===== src/inc/ram_block_pkg.sv =====
// Shared constants, types and register layout of the embedded RAM block
`default_nettype none
package ram_block_pkg;
   // Storage geometry
   localparam int          ADDR_W     = 11;        // Word address width at 2048 x 1
   localparam int          DATA_W     = 8;         // Widest word
   localparam int          ROWS       = 256;       // Physical rows of eight bits
   localparam int          TOTAL_BITS = 2048;      // Bits held in one block
   localparam int          GLB_N      = 4;         // Device-wide global signals
   localparam int          BANK_W     = 3;         // Bank number width for depth cascading
   localparam int          CNT_W      = 12;        // FIFO fill count width
   localparam logic [11:0] DEPTH_BASE = 12'h100;   // Word count at 256 x 8
   localparam logic [7:0]  FILL_LAST  = 8'hff;     // Last entry of the product table

   // Register byte offsets
   localparam logic [11:0] OFS_CTRL   = 12'h000;
   localparam logic [11:0] OFS_CLKSEL = 12'h004;
   localparam logic [11:0] OFS_LDADDR = 12'h008;
   localparam logic [11:0] OFS_LDDATA = 12'h00c;
   localparam logic [11:0] OFS_STATUS = 12'h010;
   localparam int          FILL_BIT   = 16;        // Write one in CTRL starts the table fill

   // Operating modes, word organisations and clock sources
   typedef enum logic [1:0] {MODE_RAM, MODE_ROM, MODE_DPRAM, MODE_FIFO} mode_e;
   typedef enum logic [1:0] {ORG_256X8, ORG_512X4, ORG_1KX2, ORG_2KX1} org_e;
   typedef enum logic [1:0] {SRC_GLOBAL, SRC_PIN, SRC_LOCAL} csrc_e;
   typedef enum logic       {FILL_IDLE, FILL_RUN} fill_e;

   // Control register, bits [10:0]
   typedef struct packed {
      logic [BANK_W-1:0] bank_id;   // Bank answered when cascaded
      logic              casc_en;   // Depth cascading on
      logic              reg_addr;  // Address and write request stage used
      logic              reg_dout;  // Output stage used
      logic              reg_din;   // Write data stage used
      org_e              org;       // Word organisation
      mode_e             mode;      // Operating mode
   } ctrl_s;

   // Clock and strobe source register, bits [14:0]
   typedef struct packed {
      logic [GLB_N-1:0] glb_from_logic; // Per global: 1 internal logic, 0 dedicated pin
      logic [1:0]       we_glb;         // Global used for the write request
      logic [1:0]       out_glb;        // Global used for the output clock
      logic [1:0]       in_glb;         // Global used for the input clock
      logic             we_from_glb;    // Write request from a global, else local
      csrc_e            out_src;        // Output clock source
      csrc_e            in_src;         // Input clock source
   } clksel_s;

   // Status register, bits [15:0]
   typedef struct packed {
      logic             hit;        // Block selected by the bank address
      logic             fill_busy;  // Product table fill running
      logic             full;       // FIFO full
      logic             empty;      // FIFO empty
      logic [CNT_W-1:0] count;      // FIFO words held
   } status_s;

   localparam ctrl_s   CTRL_RST   = '{bank_id: '0, casc_en: 1'b0, reg_addr: 1'b0,
                                      reg_dout: 1'b0, reg_din: 1'b0, org: ORG_256X8,
                                      mode: MODE_RAM};
   localparam clksel_s CLKSEL_RST = '{glb_from_logic: '0, we_glb: 2'h0, out_glb: 2'h0,
                                      in_glb: 2'h0, we_from_glb: 1'b0, out_src: SRC_LOCAL,
                                      in_src: SRC_LOCAL};
endpackage : ram_block_pkg
`default_nettype wire


===== src/rtl/ram_array.sv =====
// Flip-flop storage of 2048 bits with a word organisation chosen at run time
`default_nettype none
module ram_array
   import ram_block_pkg::*;
(
   input  wire logic              clk_i,
   input  wire logic              ce_i,
   input  wire logic              we_i,
   input  wire org_e              org_i,
   input  wire logic [ADDR_W-1:0] waddr_i,
   input  wire logic [DATA_W-1:0] wdata_i,
   input  wire logic [ADDR_W-1:0] raddr_i,
   output logic      [DATA_W-1:0] rdata_o
);
   logic [DATA_W-1:0] mem [ROWS];         // Eight-bit rows
   logic [2:0]        shift;              // Row index shift for the organisation
   logic [7:0]        wrow;               // Row hit by the write
   logic [7:0]        rrow;               // Row hit by the read
   logic [2:0]        rlane;              // First bit of the read word in its row
   logic [DATA_W-1:0] mask;               // Bits written in the row
   logic [DATA_W-1:0] wbits;              // Write data spread across the lanes
   logic [DATA_W-1:0] rword;              // Read row shifted down to the word

   // Row and lane from the word address
   assign shift = {1'b0, org_i};
   assign wrow  = 8'(waddr_i >> shift);
   assign rrow  = 8'(raddr_i >> shift);
   assign rlane = 3'(raddr_i[2:0] << (2'd3 - org_i));
   assign rword = mem[rrow] >> rlane;

   // Read word masked to the organisation width
   assign rdata_o = rword & (8'hff >> (4'd8 - (4'd8 >> org_i)));

   // Per-bit write mask and data lane
   for (genvar b = 0; b < DATA_W; b++) begin : g_lane
      localparam logic [2:0] B = 3'(b);
      assign mask[b]  = (org_i == ORG_256X8) ||
                        (org_i == ORG_512X4 && waddr_i[0] == B[2]) ||
                        (org_i == ORG_1KX2 && waddr_i[1:0] == B[2:1]) ||
                        (org_i == ORG_2KX1 && waddr_i[2:0] == B);
      assign wbits[b] = wdata_i[B & (3'h7 >> org_i)];
   end

   // Row update, only the masked bits change
   always_ff @(posedge clk_i) begin
      if (ce_i && we_i) begin
         mem[wrow] <= (mem[wrow] & ~mask) | (wbits & mask);
      end
   end
endmodule : ram_array
`default_nettype wire


===== src/rtl/fifo_ptrs.sv =====
// Read and write pointers and fill count of the queue mode
`default_nettype none
module fifo_ptrs
   import ram_block_pkg::*;
(
   input  wire logic              clk_i,
   input  wire logic              rst_i,
   input  wire logic              ce_i,
   input  wire logic              clr_i,
   input  wire logic [ADDR_W-1:0] depth_m1_i,
   input  wire logic              push_i,
   input  wire logic              pop_i,
   output logic      [ADDR_W-1:0] wr_ptr_o,
   output logic      [ADDR_W-1:0] rd_ptr_o,
   output logic      [CNT_W-1:0]  count_o,
   output logic                   full_o,
   output logic                   empty_o
);
   logic do_push;                     // Accepted push
   logic do_pop;                      // Accepted pop

   assign empty_o = (count_o == '0);
   assign full_o  = (count_o == CNT_W'({1'b0, depth_m1_i}) + 12'h001);
   assign do_push = push_i && !full_o;
   assign do_pop  = pop_i && !empty_o;

   // Pointers wrap at the organisation depth
   always_ff @(posedge clk_i) begin
      if (rst_i || (ce_i && clr_i)) begin
         wr_ptr_o <= '0;
         rd_ptr_o <= '0;
         count_o  <= '0;
      end else if (ce_i) begin
         if (do_push) begin
            wr_ptr_o <= (wr_ptr_o + 11'h001) & depth_m1_i;
         end
         if (do_pop) begin
            rd_ptr_o <= (rd_ptr_o + 11'h001) & depth_m1_i;
         end
         count_o <= count_o + CNT_W'(do_push) - CNT_W'(do_pop);
      end
   end
endmodule : fifo_ptrs
`default_nettype wire


===== src/rtl/ram_block.sv =====
// Embedded RAM block top: modes, register stages, clock sourcing and APB setup
//
// Chosen here: the register addresses and the APB interface to the registers.
`default_nettype none
// How it works
// Holds 2048 bits in every organisation
// Single-port, ROM, dual-port or FIFO mode
// Organisations 256x8, 512x4, 1024x2, 2048x1
// ROM contents loaded by software, looked up
// Write pulse made internally on clock tick
// Input and output sides have own clocks
// Data-in, data-out, address stages each bypassable
// Write request from global or local logic
// Clocks from global, dedicated pin or local
// Side-by-side blocks share addresses for width
// Bank compare cascades depth without extra delay
// Built-in fill makes 4x4 multiplier table
// Each global driven by pin or logic
// Written word reads back, output stage delays
module ram_block
   import ram_block_pkg::*;
(
   input  wire logic              SYS_CLK_I,
   input  wire logic              RESET_I,
   input  wire logic              CE_I,
   input  wire logic              PSEL_I,
   input  wire logic              PENABLE_I,
   input  wire logic              PWRITE_I,
   input  wire logic [11:0]       PADDR_I,
   input  wire logic [31:0]       PWDATA_I,
   output logic      [31:0]       PRDATA_O,
   output logic                   PREADY_O,
   output logic                   PSLVERR_O,
   input  wire logic [GLB_N-1:0]  GLB_PIN_I,
   input  wire logic [GLB_N-1:0]  GLB_LOGIC_I,
   input  wire logic              DED_CLK_I,
   input  wire logic              LOCAL_CLK_I,
   input  wire logic              WE_LOCAL_I,
   input  wire logic [ADDR_W-1:0] ADDR_I,
   input  wire logic [ADDR_W-1:0] RD_ADDR_I,
   input  wire logic [BANK_W-1:0] BANK_I,
   input  wire logic [DATA_W-1:0] DATA_I,
   input  wire logic              RD_REQ_I,
   output logic      [DATA_W-1:0] DATA_O,
   output logic                   HIT_O,
   output logic                   FULL_O,
   output logic                   EMPTY_O
);
   // Register file
   ctrl_s             ctrl_reg;          // Mode, organisation and stage selects
   clksel_s           clksel_reg;        // Clock and strobe sources
   logic [ADDR_W-1:0] ldaddr_reg;        // Software load pointer
   logic              ldwr_reg;          // Software load write pending
   logic [DATA_W-1:0] lddata_reg;        // Software load data
   logic [ADDR_W-1:0] ldwaddr_reg;       // Address of the pending load write

   // Clock source edge detection
   logic              in_prev_reg;       // Input clock source last cycle
   logic              out_prev_reg;      // Output clock source last cycle

   // Input side stages
   logic [ADDR_W-1:0] addr_reg;          // Staged write and read address
   logic [ADDR_W-1:0] rdaddr_reg;        // Staged second-port read address
   logic [BANK_W-1:0] bank_reg;          // Staged bank number
   logic              we_reg;            // Staged write request
   logic [DATA_W-1:0] din_reg;           // Staged write data

   // Product table fill
   fill_e             fill_state;        // Fill machine state
   fill_e             fill_next;         // Its next value
   logic [7:0]        fill_cnt_reg;      // Table entry being written

   // APB answer and block output flops
   logic              pready_reg;
   logic [31:0]       prdata_reg;
   logic              pslverr_reg;
   logic [DATA_W-1:0] dout_reg;
   logic              hit_reg;
   logic              full_reg, empty_reg; // Registered queue flags

   // Decode wires
   logic [GLB_N-1:0]  glb;               // Resolved global signals
   logic              in_src_lvl;        // Selected input clock level
   logic              out_src_lvl;       // Selected output clock level
   logic              in_tick;           // Input clock rising edge
   logic              out_tick;          // Output clock rising edge
   logic              we_lvl;            // Selected write request level
   logic [ADDR_W-1:0] eff_addr;
   logic [ADDR_W-1:0] eff_rdaddr;
   logic [BANK_W-1:0] eff_bank;
   logic              eff_we;
   logic [DATA_W-1:0] eff_din;
   logic              hit;               // Bank compare result
   logic              user_wr;           // User write this cycle
   logic              fifo_push;
   logic              fifo_pop;
   logic [ADDR_W-1:0] wr_ptr;
   logic [ADDR_W-1:0] rd_ptr;
   logic [CNT_W-1:0]  fifo_cnt;
   logic              fifo_full;
   logic              fifo_empty;
   logic [ADDR_W-1:0] depth_m1;          // Words minus one for the organisation
   logic              mem_we;
   org_e              mem_org;
   logic [ADDR_W-1:0] mem_waddr;
   logic [DATA_W-1:0] mem_wdata;
   logic [ADDR_W-1:0] mem_raddr;
   logic [DATA_W-1:0] mem_rdata;
   logic              fill_busy;
   logic [7:0]        product;           // High nibble times low nibble
   logic              apb_setup;
   logic              apb_wr;
   logic              fill_start;
   logic              fifo_clr;
   logic [31:0]       rd_mux;
   logic              rd_err;
   status_s           status;

   // Each global comes from its pin or from internal logic
   // global drive choice
   assign glb = (GLB_LOGIC_I & clksel_reg.glb_from_logic) |
                (GLB_PIN_I & ~clksel_reg.glb_from_logic);

   // Clock source selection for both sides
   // clock source select
   assign in_src_lvl  = (clksel_reg.in_src == SRC_GLOBAL) ? glb[clksel_reg.in_glb] :
                        (clksel_reg.in_src == SRC_PIN)    ? DED_CLK_I : LOCAL_CLK_I;
   assign out_src_lvl = (clksel_reg.out_src == SRC_GLOBAL) ? glb[clksel_reg.out_glb] :
                        (clksel_reg.out_src == SRC_PIN)    ? DED_CLK_I : LOCAL_CLK_I;
   // separate side clocks
   assign in_tick  = in_src_lvl && !in_prev_reg;
   assign out_tick = out_src_lvl && !out_prev_reg;

   // Write request from a global or from local routing
   // write request source
   assign we_lvl = clksel_reg.we_from_glb ? glb[clksel_reg.we_glb] : WE_LOCAL_I;

   // Stage bypass: staged value or the live input
   // stage bypass muxes
   assign eff_addr   = ctrl_reg.reg_addr ? addr_reg : ADDR_I;
   assign eff_rdaddr = ctrl_reg.reg_addr ? rdaddr_reg : RD_ADDR_I;
   assign eff_bank   = ctrl_reg.reg_addr ? bank_reg : BANK_I;
   assign eff_we     = ctrl_reg.reg_addr ? we_reg : we_lvl;
   assign eff_din    = ctrl_reg.reg_din ? din_reg : DATA_I;

   // Depth cascading: only the addressed bank answers
   // bank compare
   assign hit = !ctrl_reg.casc_en || (eff_bank == ctrl_reg.bank_id);

   // Internal write pulse, one cycle per input tick
   // self-timed write pulse
   assign user_wr   = in_tick && eff_we && hit && (ctrl_reg.mode != MODE_ROM);
   assign fifo_push = user_wr && (ctrl_reg.mode == MODE_FIFO);
   assign fifo_pop  = out_tick && RD_REQ_I && hit && (ctrl_reg.mode == MODE_FIFO);

   // Depth follows the organisation
   // depth per organisation
   assign depth_m1 = ADDR_W'((DEPTH_BASE << ctrl_reg.org) - 12'h001);

   // Multiplier table entry
   // product entry
   assign product   = 8'(fill_cnt_reg[7:4]) * 8'(fill_cnt_reg[3:0]);
   assign fill_busy = (fill_state == FILL_RUN);

   // Write port arbitration: fill, then software load, then user
   // software load path
   assign mem_we    = fill_busy || ldwr_reg || (user_wr && !(fifo_push && fifo_full));
   assign mem_org   = fill_busy ? ORG_256X8 : ctrl_reg.org;
   assign mem_waddr = fill_busy ? ADDR_W'(fill_cnt_reg) :
                      ldwr_reg  ? ldwaddr_reg :
                      (ctrl_reg.mode == MODE_FIFO) ? wr_ptr : eff_addr & depth_m1;
   assign mem_wdata = fill_busy ? product : ldwr_reg ? lddata_reg : eff_din;

   // Read address per mode
   // mode address select
   assign mem_raddr = (ctrl_reg.mode == MODE_FIFO)  ? rd_ptr :
                      (ctrl_reg.mode == MODE_DPRAM) ? eff_rdaddr & depth_m1 :
                      eff_addr & depth_m1;

   // full storage array
   ram_array u_array (
      .clk_i   (SYS_CLK_I),
      .ce_i    (CE_I),
      .we_i    (mem_we),
      .org_i   (mem_org),
      .waddr_i (mem_waddr),
      .wdata_i (mem_wdata),
      .raddr_i (mem_raddr),
      .rdata_o (mem_rdata)
   );

   // Queue pointers, cleared when the mode or organisation is written
   assign fifo_clr = apb_wr && (PADDR_I == OFS_CTRL);
   fifo_ptrs u_fifo (
      .clk_i      (SYS_CLK_I),
      .rst_i      (RESET_I),
      .ce_i       (CE_I),
      .clr_i      (fifo_clr),
      .depth_m1_i (depth_m1),
      .push_i     (fifo_push),
      .pop_i      (fifo_pop),
      .wr_ptr_o   (wr_ptr),
      .rd_ptr_o   (rd_ptr),
      .count_o    (fifo_cnt),
      .full_o     (fifo_full),
      .empty_o    (fifo_empty)
   );

   // APB decode
   assign apb_setup  = PSEL_I && !PENABLE_I;
   assign apb_wr     = PSEL_I && PENABLE_I && pready_reg && PWRITE_I;
   assign fill_start = apb_wr && (PADDR_I == OFS_CTRL) && PWDATA_I[FILL_BIT];
   assign status     = '{hit: hit, fill_busy: fill_busy, full: fifo_full,
                         empty: fifo_empty, count: fifo_cnt};

   // Read data select, unmapped offsets answer with an error
   always_comb begin
      rd_mux = 32'h0000_0000;
      rd_err = 1'b0;
      if (PADDR_I == OFS_CTRL) begin
         rd_mux = 32'(ctrl_reg);
      end else if (PADDR_I == OFS_CLKSEL) begin
         rd_mux = 32'(clksel_reg);
      end else if (PADDR_I == OFS_LDADDR) begin
         rd_mux = 32'(ldaddr_reg);
      end else if (PADDR_I == OFS_LDDATA) begin
         rd_mux = 32'(lddata_reg);
      end else if (PADDR_I == OFS_STATUS) begin
         rd_mux = 32'(status);
      end else begin
         rd_err = 1'b1;
      end
   end

   // Fill machine next state
   always_comb begin
      fill_next = fill_state;
      case (fill_state)
         FILL_IDLE: begin
            if (fill_start) begin
               fill_next = FILL_RUN;
            end
         end
         FILL_RUN: begin
            if (fill_cnt_reg == FILL_LAST) begin
               fill_next = FILL_IDLE;
            end
         end
         default: begin
            fill_next = FILL_IDLE;
         end
      endcase
   end

   // APB answer: ready in the first access cycle
   always_ff @(posedge SYS_CLK_I) begin
      if (RESET_I) begin
         pready_reg  <= 1'b0;
         prdata_reg  <= 32'h0000_0000;
         pslverr_reg <= 1'b0;
      end else if (CE_I) begin
         pready_reg <= apb_setup;
         if (apb_setup) begin
            prdata_reg  <= PWRITE_I ? 32'h0000_0000 : rd_mux;
            pslverr_reg <= rd_err;
         end
      end
   end

   // Configuration registers
   always_ff @(posedge SYS_CLK_I) begin
      if (RESET_I) begin
         ctrl_reg   <= CTRL_RST;
         clksel_reg <= CLKSEL_RST;
      end else if (CE_I && apb_wr) begin
         if (PADDR_I == OFS_CTRL) begin
            ctrl_reg <= ctrl_s'(PWDATA_I[$bits(ctrl_s)-1:0]);
         end else if (PADDR_I == OFS_CLKSEL) begin
            clksel_reg <= clksel_s'(PWDATA_I[$bits(clksel_s)-1:0]);
         end
      end
   end

   // Software load port: each data write stores one word, unless the fill is running, and steps the pointer
   // pattern load
   always_ff @(posedge SYS_CLK_I) begin
      if (RESET_I) begin
         ldaddr_reg  <= '0;
         ldwaddr_reg <= '0;
         lddata_reg  <= '0;
         ldwr_reg    <= 1'b0;
      end else if (CE_I) begin
         ldwr_reg <= apb_wr && (PADDR_I == OFS_LDDATA);
         if (apb_wr && PADDR_I == OFS_LDADDR) begin
            ldaddr_reg <= PWDATA_I[ADDR_W-1:0];
         end else if (apb_wr && PADDR_I == OFS_LDDATA) begin
            lddata_reg  <= PWDATA_I[DATA_W-1:0];
            ldwaddr_reg <= ldaddr_reg & depth_m1;
            ldaddr_reg  <= (ldaddr_reg + 11'h001) & depth_m1;
         end
      end
   end

   // Fill machine and entry counter
   always_ff @(posedge SYS_CLK_I) begin
      if (RESET_I) begin
         fill_state   <= FILL_IDLE;
         fill_cnt_reg <= 8'h00;
      end else if (CE_I) begin
         fill_state <= fill_next;
         // walk all entries
         fill_cnt_reg <= fill_busy ? fill_cnt_reg + 8'h01 : 8'h00;
      end
   end

   // Source history for edge detection
   always_ff @(posedge SYS_CLK_I) begin
      if (RESET_I) begin
         in_prev_reg  <= 1'b0;
         out_prev_reg <= 1'b0;
      end else if (CE_I) begin
         in_prev_reg  <= in_src_lvl;
         out_prev_reg <= out_src_lvl;
      end
   end

   // Input side stages load on the input clock tick
   // input stages
   always_ff @(posedge SYS_CLK_I) begin
      if (RESET_I) begin
         addr_reg   <= '0;
         rdaddr_reg <= '0;
         bank_reg   <= '0;
         we_reg     <= 1'b0;
         din_reg    <= '0;
      end else if (CE_I && in_tick) begin
         addr_reg   <= ADDR_I;
         rdaddr_reg <= RD_ADDR_I;
         bank_reg   <= BANK_I;
         we_reg     <= we_lvl;
         din_reg    <= DATA_I;
      end
   end

   // Output: staged on the output tick, or following the array each cycle
   // read back timing
   always_ff @(posedge SYS_CLK_I) begin
      if (RESET_I) begin
         dout_reg <= '0;
         hit_reg  <= 1'b0;
         full_reg  <= 1'b0;
         empty_reg <= 1'b1;
      end else if (CE_I) begin
         hit_reg <= hit;
         full_reg  <= fifo_full;
         empty_reg <= fifo_empty;
         // output side clock
         if (!ctrl_reg.reg_dout || out_tick) begin
            dout_reg <= hit ? mem_rdata : '0;
         end
      end
   end

   // shared address width expansion
   assign DATA_O    = dout_reg;
   assign HIT_O     = hit_reg;
   assign FULL_O    = full_reg;
   assign EMPTY_O   = empty_reg;
   assign PRDATA_O  = prdata_reg;
   assign PREADY_O  = pready_reg;
   assign PSLVERR_O = pslverr_reg;
endmodule : ram_block
`default_nettype wire


===== config.mk =====
export PLATFORM = sky130hd
export DESIGN_NAME = ram_block
export DESIGN_NICKNAME = d
export VERILOG_FILES = /design/src/inc/ram_block_pkg.sv /design/src/rtl/ram_array.sv /design/src/rtl/fifo_ptrs.sv /design/src/rtl/ram_block.sv
export SDC_FILE = /design/constraint.sdc
export NUM_CORES = 2
export LEC_CHECK = 0
export ABC_AREA = 1
export CORE_MARGIN = 1.5
export CORE_UTILIZATION = 30
export DETAILED_ROUTE_END_ITERATION = 10
export DONT_BUFFER_PORTS = 1
export SYNTH_ARGS = -nofsm -noshare
export SYNTH_HDL_FRONTEND = slang
export SYNTH_SLANG_ARGS = --single-unit

===== constraint.sdc =====
create_clock -name SYS_CLK_I -period 36.1 [get_ports SYS_CLK_I]
set_input_delay 3.61 -clock SYS_CLK_I [delete_from_list [all_inputs] [get_ports SYS_CLK_I]]
set_output_delay 3.61 -clock SYS_CLK_I [all_outputs]
set_load 0.02 [all_outputs]

# After elaboration in Yosys (flattened, before gate mapping)
# Memory sizes are Yosys's and may differ from the RTL's.
# Cells that the tools add are included.
dict set report op_classes {
  n_addsub 10
  multipliers 1
  order_cmp 10
  n_eq_ne 25
  shift 8
  muxes 58
  bitwise 19
  n_reduce_logical 82
}
# cell n
set op_table {}
lappend op_table {{2-to-1 mux 11 bit} 9}
lappend op_table {{2-to-1 mux 16 bit} 5}
lappend op_table {{AND 11 bit} 6}
lappend op_table {{2-to-1 mux 8 bit} 5}
lappend op_table {{logical AND 1 bit} 39}
lappend op_table {{adder 11 x 1 -> 11 bit, second input constant} 3}
lappend op_table {{2-to-1 mux 32 bit} 1}
lappend op_table {{2-to-1 mux 1 bit} 28}
lappend op_table {{AND 8 bit} 3}
lappend op_table {{equality test 12 x 4 -> 1 bit, second input constant} 2}
lappend op_table {{zero test 12 bit} 2}
lappend op_table {{right shift 11 x 2 -> 8 bit} 2}
lappend op_table {{logical OR 1 bit} 19}
lappend op_table {{< comparator 3 x 4 -> 1 bit, second input constant} 4}
lappend op_table {{adder 11 x 1 -> 12 bit, second input constant} 1}
lappend op_table {{adder 12 x 1 -> 12 bit} 1}
lappend op_table {{binary-select mux 1 bit (select 2 bit)} 6}
lappend op_table {{equality test 12 bit} 1}
lappend op_table {{equality test 12 x 3 -> 1 bit, second input constant} 1}
lappend op_table {{equality test 12 x 5 -> 1 bit, second input constant} 1}
lappend op_table {{equality test 2 bit, second input constant} 6}
lappend op_table {{equality test 3 bit, second input constant} 4}
lappend op_table {{AND reduction 2 bit} 6}
lappend op_table {{subtractor 12 x 1 -> 12 bit} 1}
lappend op_table {{35 further kinds} 57}
dict set report totals {
  reg_bits 181
  mem_bits_rw 2048
  out_inout_bits 45
  memories 1
}
# memory words word_bits read_ports rd_clocked_by_memory_dff wr line
set mem_list {}
lappend mem_list {u_array.mem 256 8 2 0 1 ram_array.sv:15} ;# logic [DATA_W-1:0] mem [ROWS];

# Longest topological paths before layout
dict set report depth {
  word_depth 18
  mapped_depth 29
  mapped_depth_nobuf 25
}

# By module
# Synthesis repeated with hierarchy kept, for this count alone.
dict set report hier_totals {
  cells_unflattened 12627
  area_unflattened_um2 113050.9
}
# mod instances cells_each area_per_inst_um2 seq_area_each_um2
set by_module_without_submodules {}
lappend by_module_without_submodules {ram_array 1 11014 102469.5 61499.0}
lappend by_module_without_submodules {ram_block 1 1151 7706.1 2622.5}
lappend by_module_without_submodules {fifo_ptrs 1 462 2875.3 680.7}

# Worst setup path after synthesis
# No wires, ideal clock.
dict set report synth_timing {
  path_type {input port to flip-flop}
  from {in ADDR_I[4]}
  to {mem u_array.mem[0][3] (data pin)}
  arrival_ns 12.451
  required_ns 34.525
  path_slack_ns 22.075
  path_stages 21
  path_buffers 4
  path_cell_list {o21ai_0 > nor2_1 > o21ai_1 > nand2_1 > o211ai_2 > nand2_1 > nand2_2 > inv_2 > nor2_4 > inv_2 > buf_6 > buf_6 > buf_4 > buf_6 > o21ai_1 > o21ai_0 > nand4_1 > nand2_1 > nand3_1 > nand2_1 > a21oi_1}
}
dict set report synth_between {
  elab_chain_len 9
}
# item line
set synth_lines {}
lappend synth_lines {{start: declaration} ram_block.sv:39} ;# input wire logic [ADDR_W-1:0] ADDR_I,
lappend synth_lines {{2-to-1 mux 11 bit} ram_block.sv:140} ;# assign eff_addr = ctrl_reg.reg_addr ? addr_reg : ADDR_I;
lappend synth_lines {{AND 11 bit} ram_block.sv:171} ;# (ctrl_reg.mode == MODE_FIFO) ? wr_ptr : eff_addr & depth_m1;
lappend synth_lines {{2-to-1 mux 11 bit} ram_block.sv:171}
lappend synth_lines {{2-to-1 mux 11 bit} ram_block.sv:170} ;# ldwr_reg ? ldwaddr_reg :
lappend synth_lines {{2-to-1 mux 11 bit} ram_block.sv:169} ;# assign mem_waddr = fill_busy ? ADDR_W'(fill_cnt_reg) :
lappend synth_lines {{right shift 11 x 2 -> 8 bit} ram_array.sv:26} ;# assign wrow = 8'(waddr_i >> shift);
lappend synth_lines {{memory (256 x 8 bit)} -}
lappend synth_lines {{AND 8 bit} ram_array.sv:47} ;# mem[wrow] <= (mem[wrow] & ~mask) | (wbits & mask);
lappend synth_lines {{OR 8 bit} ram_array.sv:47}
lappend synth_lines {{end: declaration} ram_array.sv:15}
# Every way passes these cells.

# Worst setup path in the final report
dict set report layout_timing {
  from {in ADDR_I[1]}
  to {mem u_array.mem[214][7] (data pin)}
}
dict set report layout_between {
  elab_chain_len 12
  word_cells_on_any_way 17
}
# item line
set layout_lines {}
lappend layout_lines {{2-to-1 mux 11 bit *} ram_block.sv:140}
lappend layout_lines {{AND 11 bit *} ram_block.sv:171}
lappend layout_lines {{2-to-1 mux 11 bit *} ram_block.sv:171}
lappend layout_lines {{2-to-1 mux 11 bit *} ram_block.sv:170}
lappend layout_lines {{2-to-1 mux 11 bit *} ram_block.sv:169}
lappend layout_lines {{parallel branches: the longest is 6 deep, another holds memory (256 x 8 bit)} -}
lappend layout_lines {{OR 8 bit *} ram_array.sv:47}
# Every way passes the cells marked *.

==> impl_results.md <==
- Setup crit end kind: register
- Synth Register Bits: 2213
- CTS root buf: clkbuf_16
- CTS H-tree lvls: 4
- Cell depth of the worst flop-to-flop path: 25
- Setup WS pre-CTS: 24.53 ns
- Worst Setup Start Kind: input pin
- Reported net switching power: 1.49 mW
- P_int: 4.29 mW
- Leak pwr: 45.0 nW
- Clock latency on the worst-skew pair: 0.97 ns
- Combinational share of power: 9.7%
- Hold crit path type: register to register
- Placement row count: 223
- Post-CTS setup buffer count: 0
- Synthesized area per cell: 9.29 um^2
- Crit path required time: 36.64 ns
- Core ar.: 369000 um^2
- Final Cycle Share: 30.5%
- Actual slew at the worst max-slew pin: 1.47 ns
- Largest net degree at the start of global routing: 208
- Compound-Gate Fraction of Synth Area: 13.4%
- Share of layout cells above drive strength 1: 5.26%
- I/O Buffers: 0
- Max Buffers Root-to-Sink: 4
- Critical path launch point: ADDR_I[1]
- Worst IR Drop VDD: 42.6 uV
- WS Path Type: input pin to register
- RSZ-0062 raised after global routing: no
- Die Span Y: 611 um
- Post-CTS Hold Buffers: 0
- Main combinational cell family by area after synthesis: simple AND/OR/NAND/NOR gates
- Grt total ovfl: 0
- DPL Wire Length: 244000 um
- Hold Crit Depth: 2
- Vias per cell: 5.53
- Post-Synth Adder-Cell Area: 0.462%
- Max-slew headroom: 0.905%
- CTS tree: done
- # clock sinks: 2213
- Area grow syn2layout: 10.3%
- Fillers: 37128
- Hold WS: 0.448 ns
- Critical path arrival: 11.55 ns
- ANT nets after route: 0
- Final setup skew: 0.143 ns
- Finished Layout Cells: 16703
- TNS Setup: 0 ns
- Nets: 11681
- Yosys Warn Count: 0
- Multi-input combinational cell area: 37000 um^2
- FF-to-FF Start: ctrl_reg[1]$_SDFFE_PP0P_
- Sequential share of the synthesized area: 58.4%
- Synth Area in XOR/XNOR: 0.197%
- Initial Utilization: 30.1%
- Max-capacitance violation count: 1
- Initial antenna violation count: 13
- DP Cell Count: 16257
- Clock share of power: 41.6%
- Num CTS Buffers: 239
- Die Area: 374000 um^2
- Tot Pwr: 5.78 mW
- # setup viols final: 0
- Die W: 611 um
- Sw Ratio: 25.8%
- GRT Resource Usage Total: 21.1%
- Via Count: 92377
- Max Freq: 90.8 MHz
- Power density over cell area: 47.2 nW/um^2
- WL final: 412000 um
- Hold_sp: rdaddr_reg[2]$_SDFFE_PP0P_
- Max FFs per register: 2048
- Failing checks: capacitance limit
- Detailed Route Iter0 Violations: 14014
- Multiplexer share of the synthesized area: 0.0361%
- Register area: 64800 um^2
- Clock slew at the register clock pins of the worst setup and hold paths: 0.06 ns
- Post-Syn Instances: 11946
- Reg power frac: 48.7%
- Top_reg_cell synth: edfxtp_1
- Slack of the critical path: 25.09 ns
- Crit path time final: 11.01 ns
- TritonRoute pass-1 iters: 9
- Post-Syn Area: 111000 um^2
- First-pass GRT wire length: 584000 um
- Library cells used by synthesis: 65
- Post-CTS sizing: 0
- GPL Wtd Cong: 0.941
- Worst Path Max Fanout: 178
- Ys async rst share: 0%
- Post-synth EDFFs: 2048
- IO Pins: 140
- Vias in the first global route: 84070
- Final Slew Violations: 0
- Status: complete, but fails checks
- Final Hold Vio Count: 0
- DR WL/cell: 24.7 um
- DRC: 0
- Simple-Gate Fraction of Synth Area: 19.0%
-- per-stage QoR --
step	area, um^2	util [%]
after floorplan	111000	-
after global routing	122000	33.2
after global placement	115000	31.2
after detailed placement	115000	31.2
final	122000	33.2
after CTS	122000	33.2
-- placed cells by master, fill, tap and decap left out, drive strengths merged, types with 22 or more instances in the layout --
master and n:
nor3 27, edfxtp 2048, ha 33, o221ai 27
o22ai 359, dfxtp 165, clkinv 120, o21ai 1118
buf 179, clkbuf 289, nor2 450, a22oi 257
inv 1418, xor2 22, nand4 107, a21oi 313
o211ai 354, nand3 1679, nand2 2625
-- power groups by stage --
| stage | registers [mW] | clock network, mW | logic (mW) |
|---|---|---|---|
| floorplan | 2.88 | 0 | 0.326 |
| global placement | 2.87 | 0 | 0.533 |
| detailed placement | 2.87 | 0 | 0.535 |
| CTS | 2.81 | 2.42 | 0.537 |
| global route | 2.81 | 2.52 | 0.583 |
| finish | 2.81 | 2.41 | 0.560 |
-- path summary, 6_finish.rpt --
check / to / slack [ns]
max: u_array.mem[214][7]$_DFFE_PP_ / 25.09
min: rdaddr_reg[2]$_SDFFE_PP0P_ / 0.45
max reg2reg: u_array.mem[214][7]$_DFFE_PP_ / 26.45
min reg2reg: rdaddr_reg[2]$_SDFFE_PP0P_ / 0.45
-- Yosys cell counts, types with 165 or more instances --
cell type / instances / area, um^2
nand3_1: 1673 / 8370
inv_1: 1383 / 5190
dfxtp_1: 165 / 3300
o22ai_1: 359 / 2250
o21ai_0: 1037 / 5190
nand2_1: 2616 / 9820
a22oi_1: 256 / 1920
buf_2: 450 / 2250
nor2_1: 435 / 1630
a21oi_1: 312 / 1560
clkbuf_1: 238 / 893
o211ai_1: 353 / 2650
edfxtp_1: 2048 / 61500
-- layer usage --
metal | track usage [%] | wire, um
met1 | 27.5 | 156000
met2 | 31.6 | 178000
met3 | 5.82 | 54400
met4 | 11.3 | 23700
met5 | 0 | 48
-- critical path, stage by stage --
cell     delay, ns
inv_1         0.02
nand2_1       0.09
a21oi_1       0.14
o21ai_1       0.25
o21ai_1       0.21
a22oi_2       0.18
nand2_2       0.18
inv_2         0.11
nor2_4        0.04
buf_4         0.34
inv_8         0.50
buf_4         0.77
buf_4         0.60
buf_4         0.70
o21ai_0       0.21
o21ai_0       0.49
nand3_1       0.13
a21oi_1       0.29
o21ai_1       0.23
nor2_1        0.58
nand3_1       0.24
nor2_1        0.50
nor2_4        0.06
buf_12        0.26
buf_4         0.52
-- final cells by class --
type | instances | share of cell area [%]
inverter | 1417 | 4.37
clock buffer | 289 | 5.08
sequential | 2213 | 52.9
antenna | 12 | 0.0245
clock inverter | 145 | 1.02
multi-input combinational | 7498 | 30.2
timing repair buffer | 179 | 1.29
tap | 4950 | 5.06
-- cell families (layout without fill, tap and decap cells) --
logic type / after synthesis / after routing
AO/OA/AOI/OAI: 2502 / 2502
other: 1 / 28
buffers and inverters: 2250 / 2030
adder cells (fa/ha/maj): 38 / 38
AND/OR/NAND/NOR: 4913 / 4913
flip-flops: 2213 / 2213
multiplexers: 4 / 4
XOR/XNOR: 25 / 25
(Power assumes the default switching activity.)
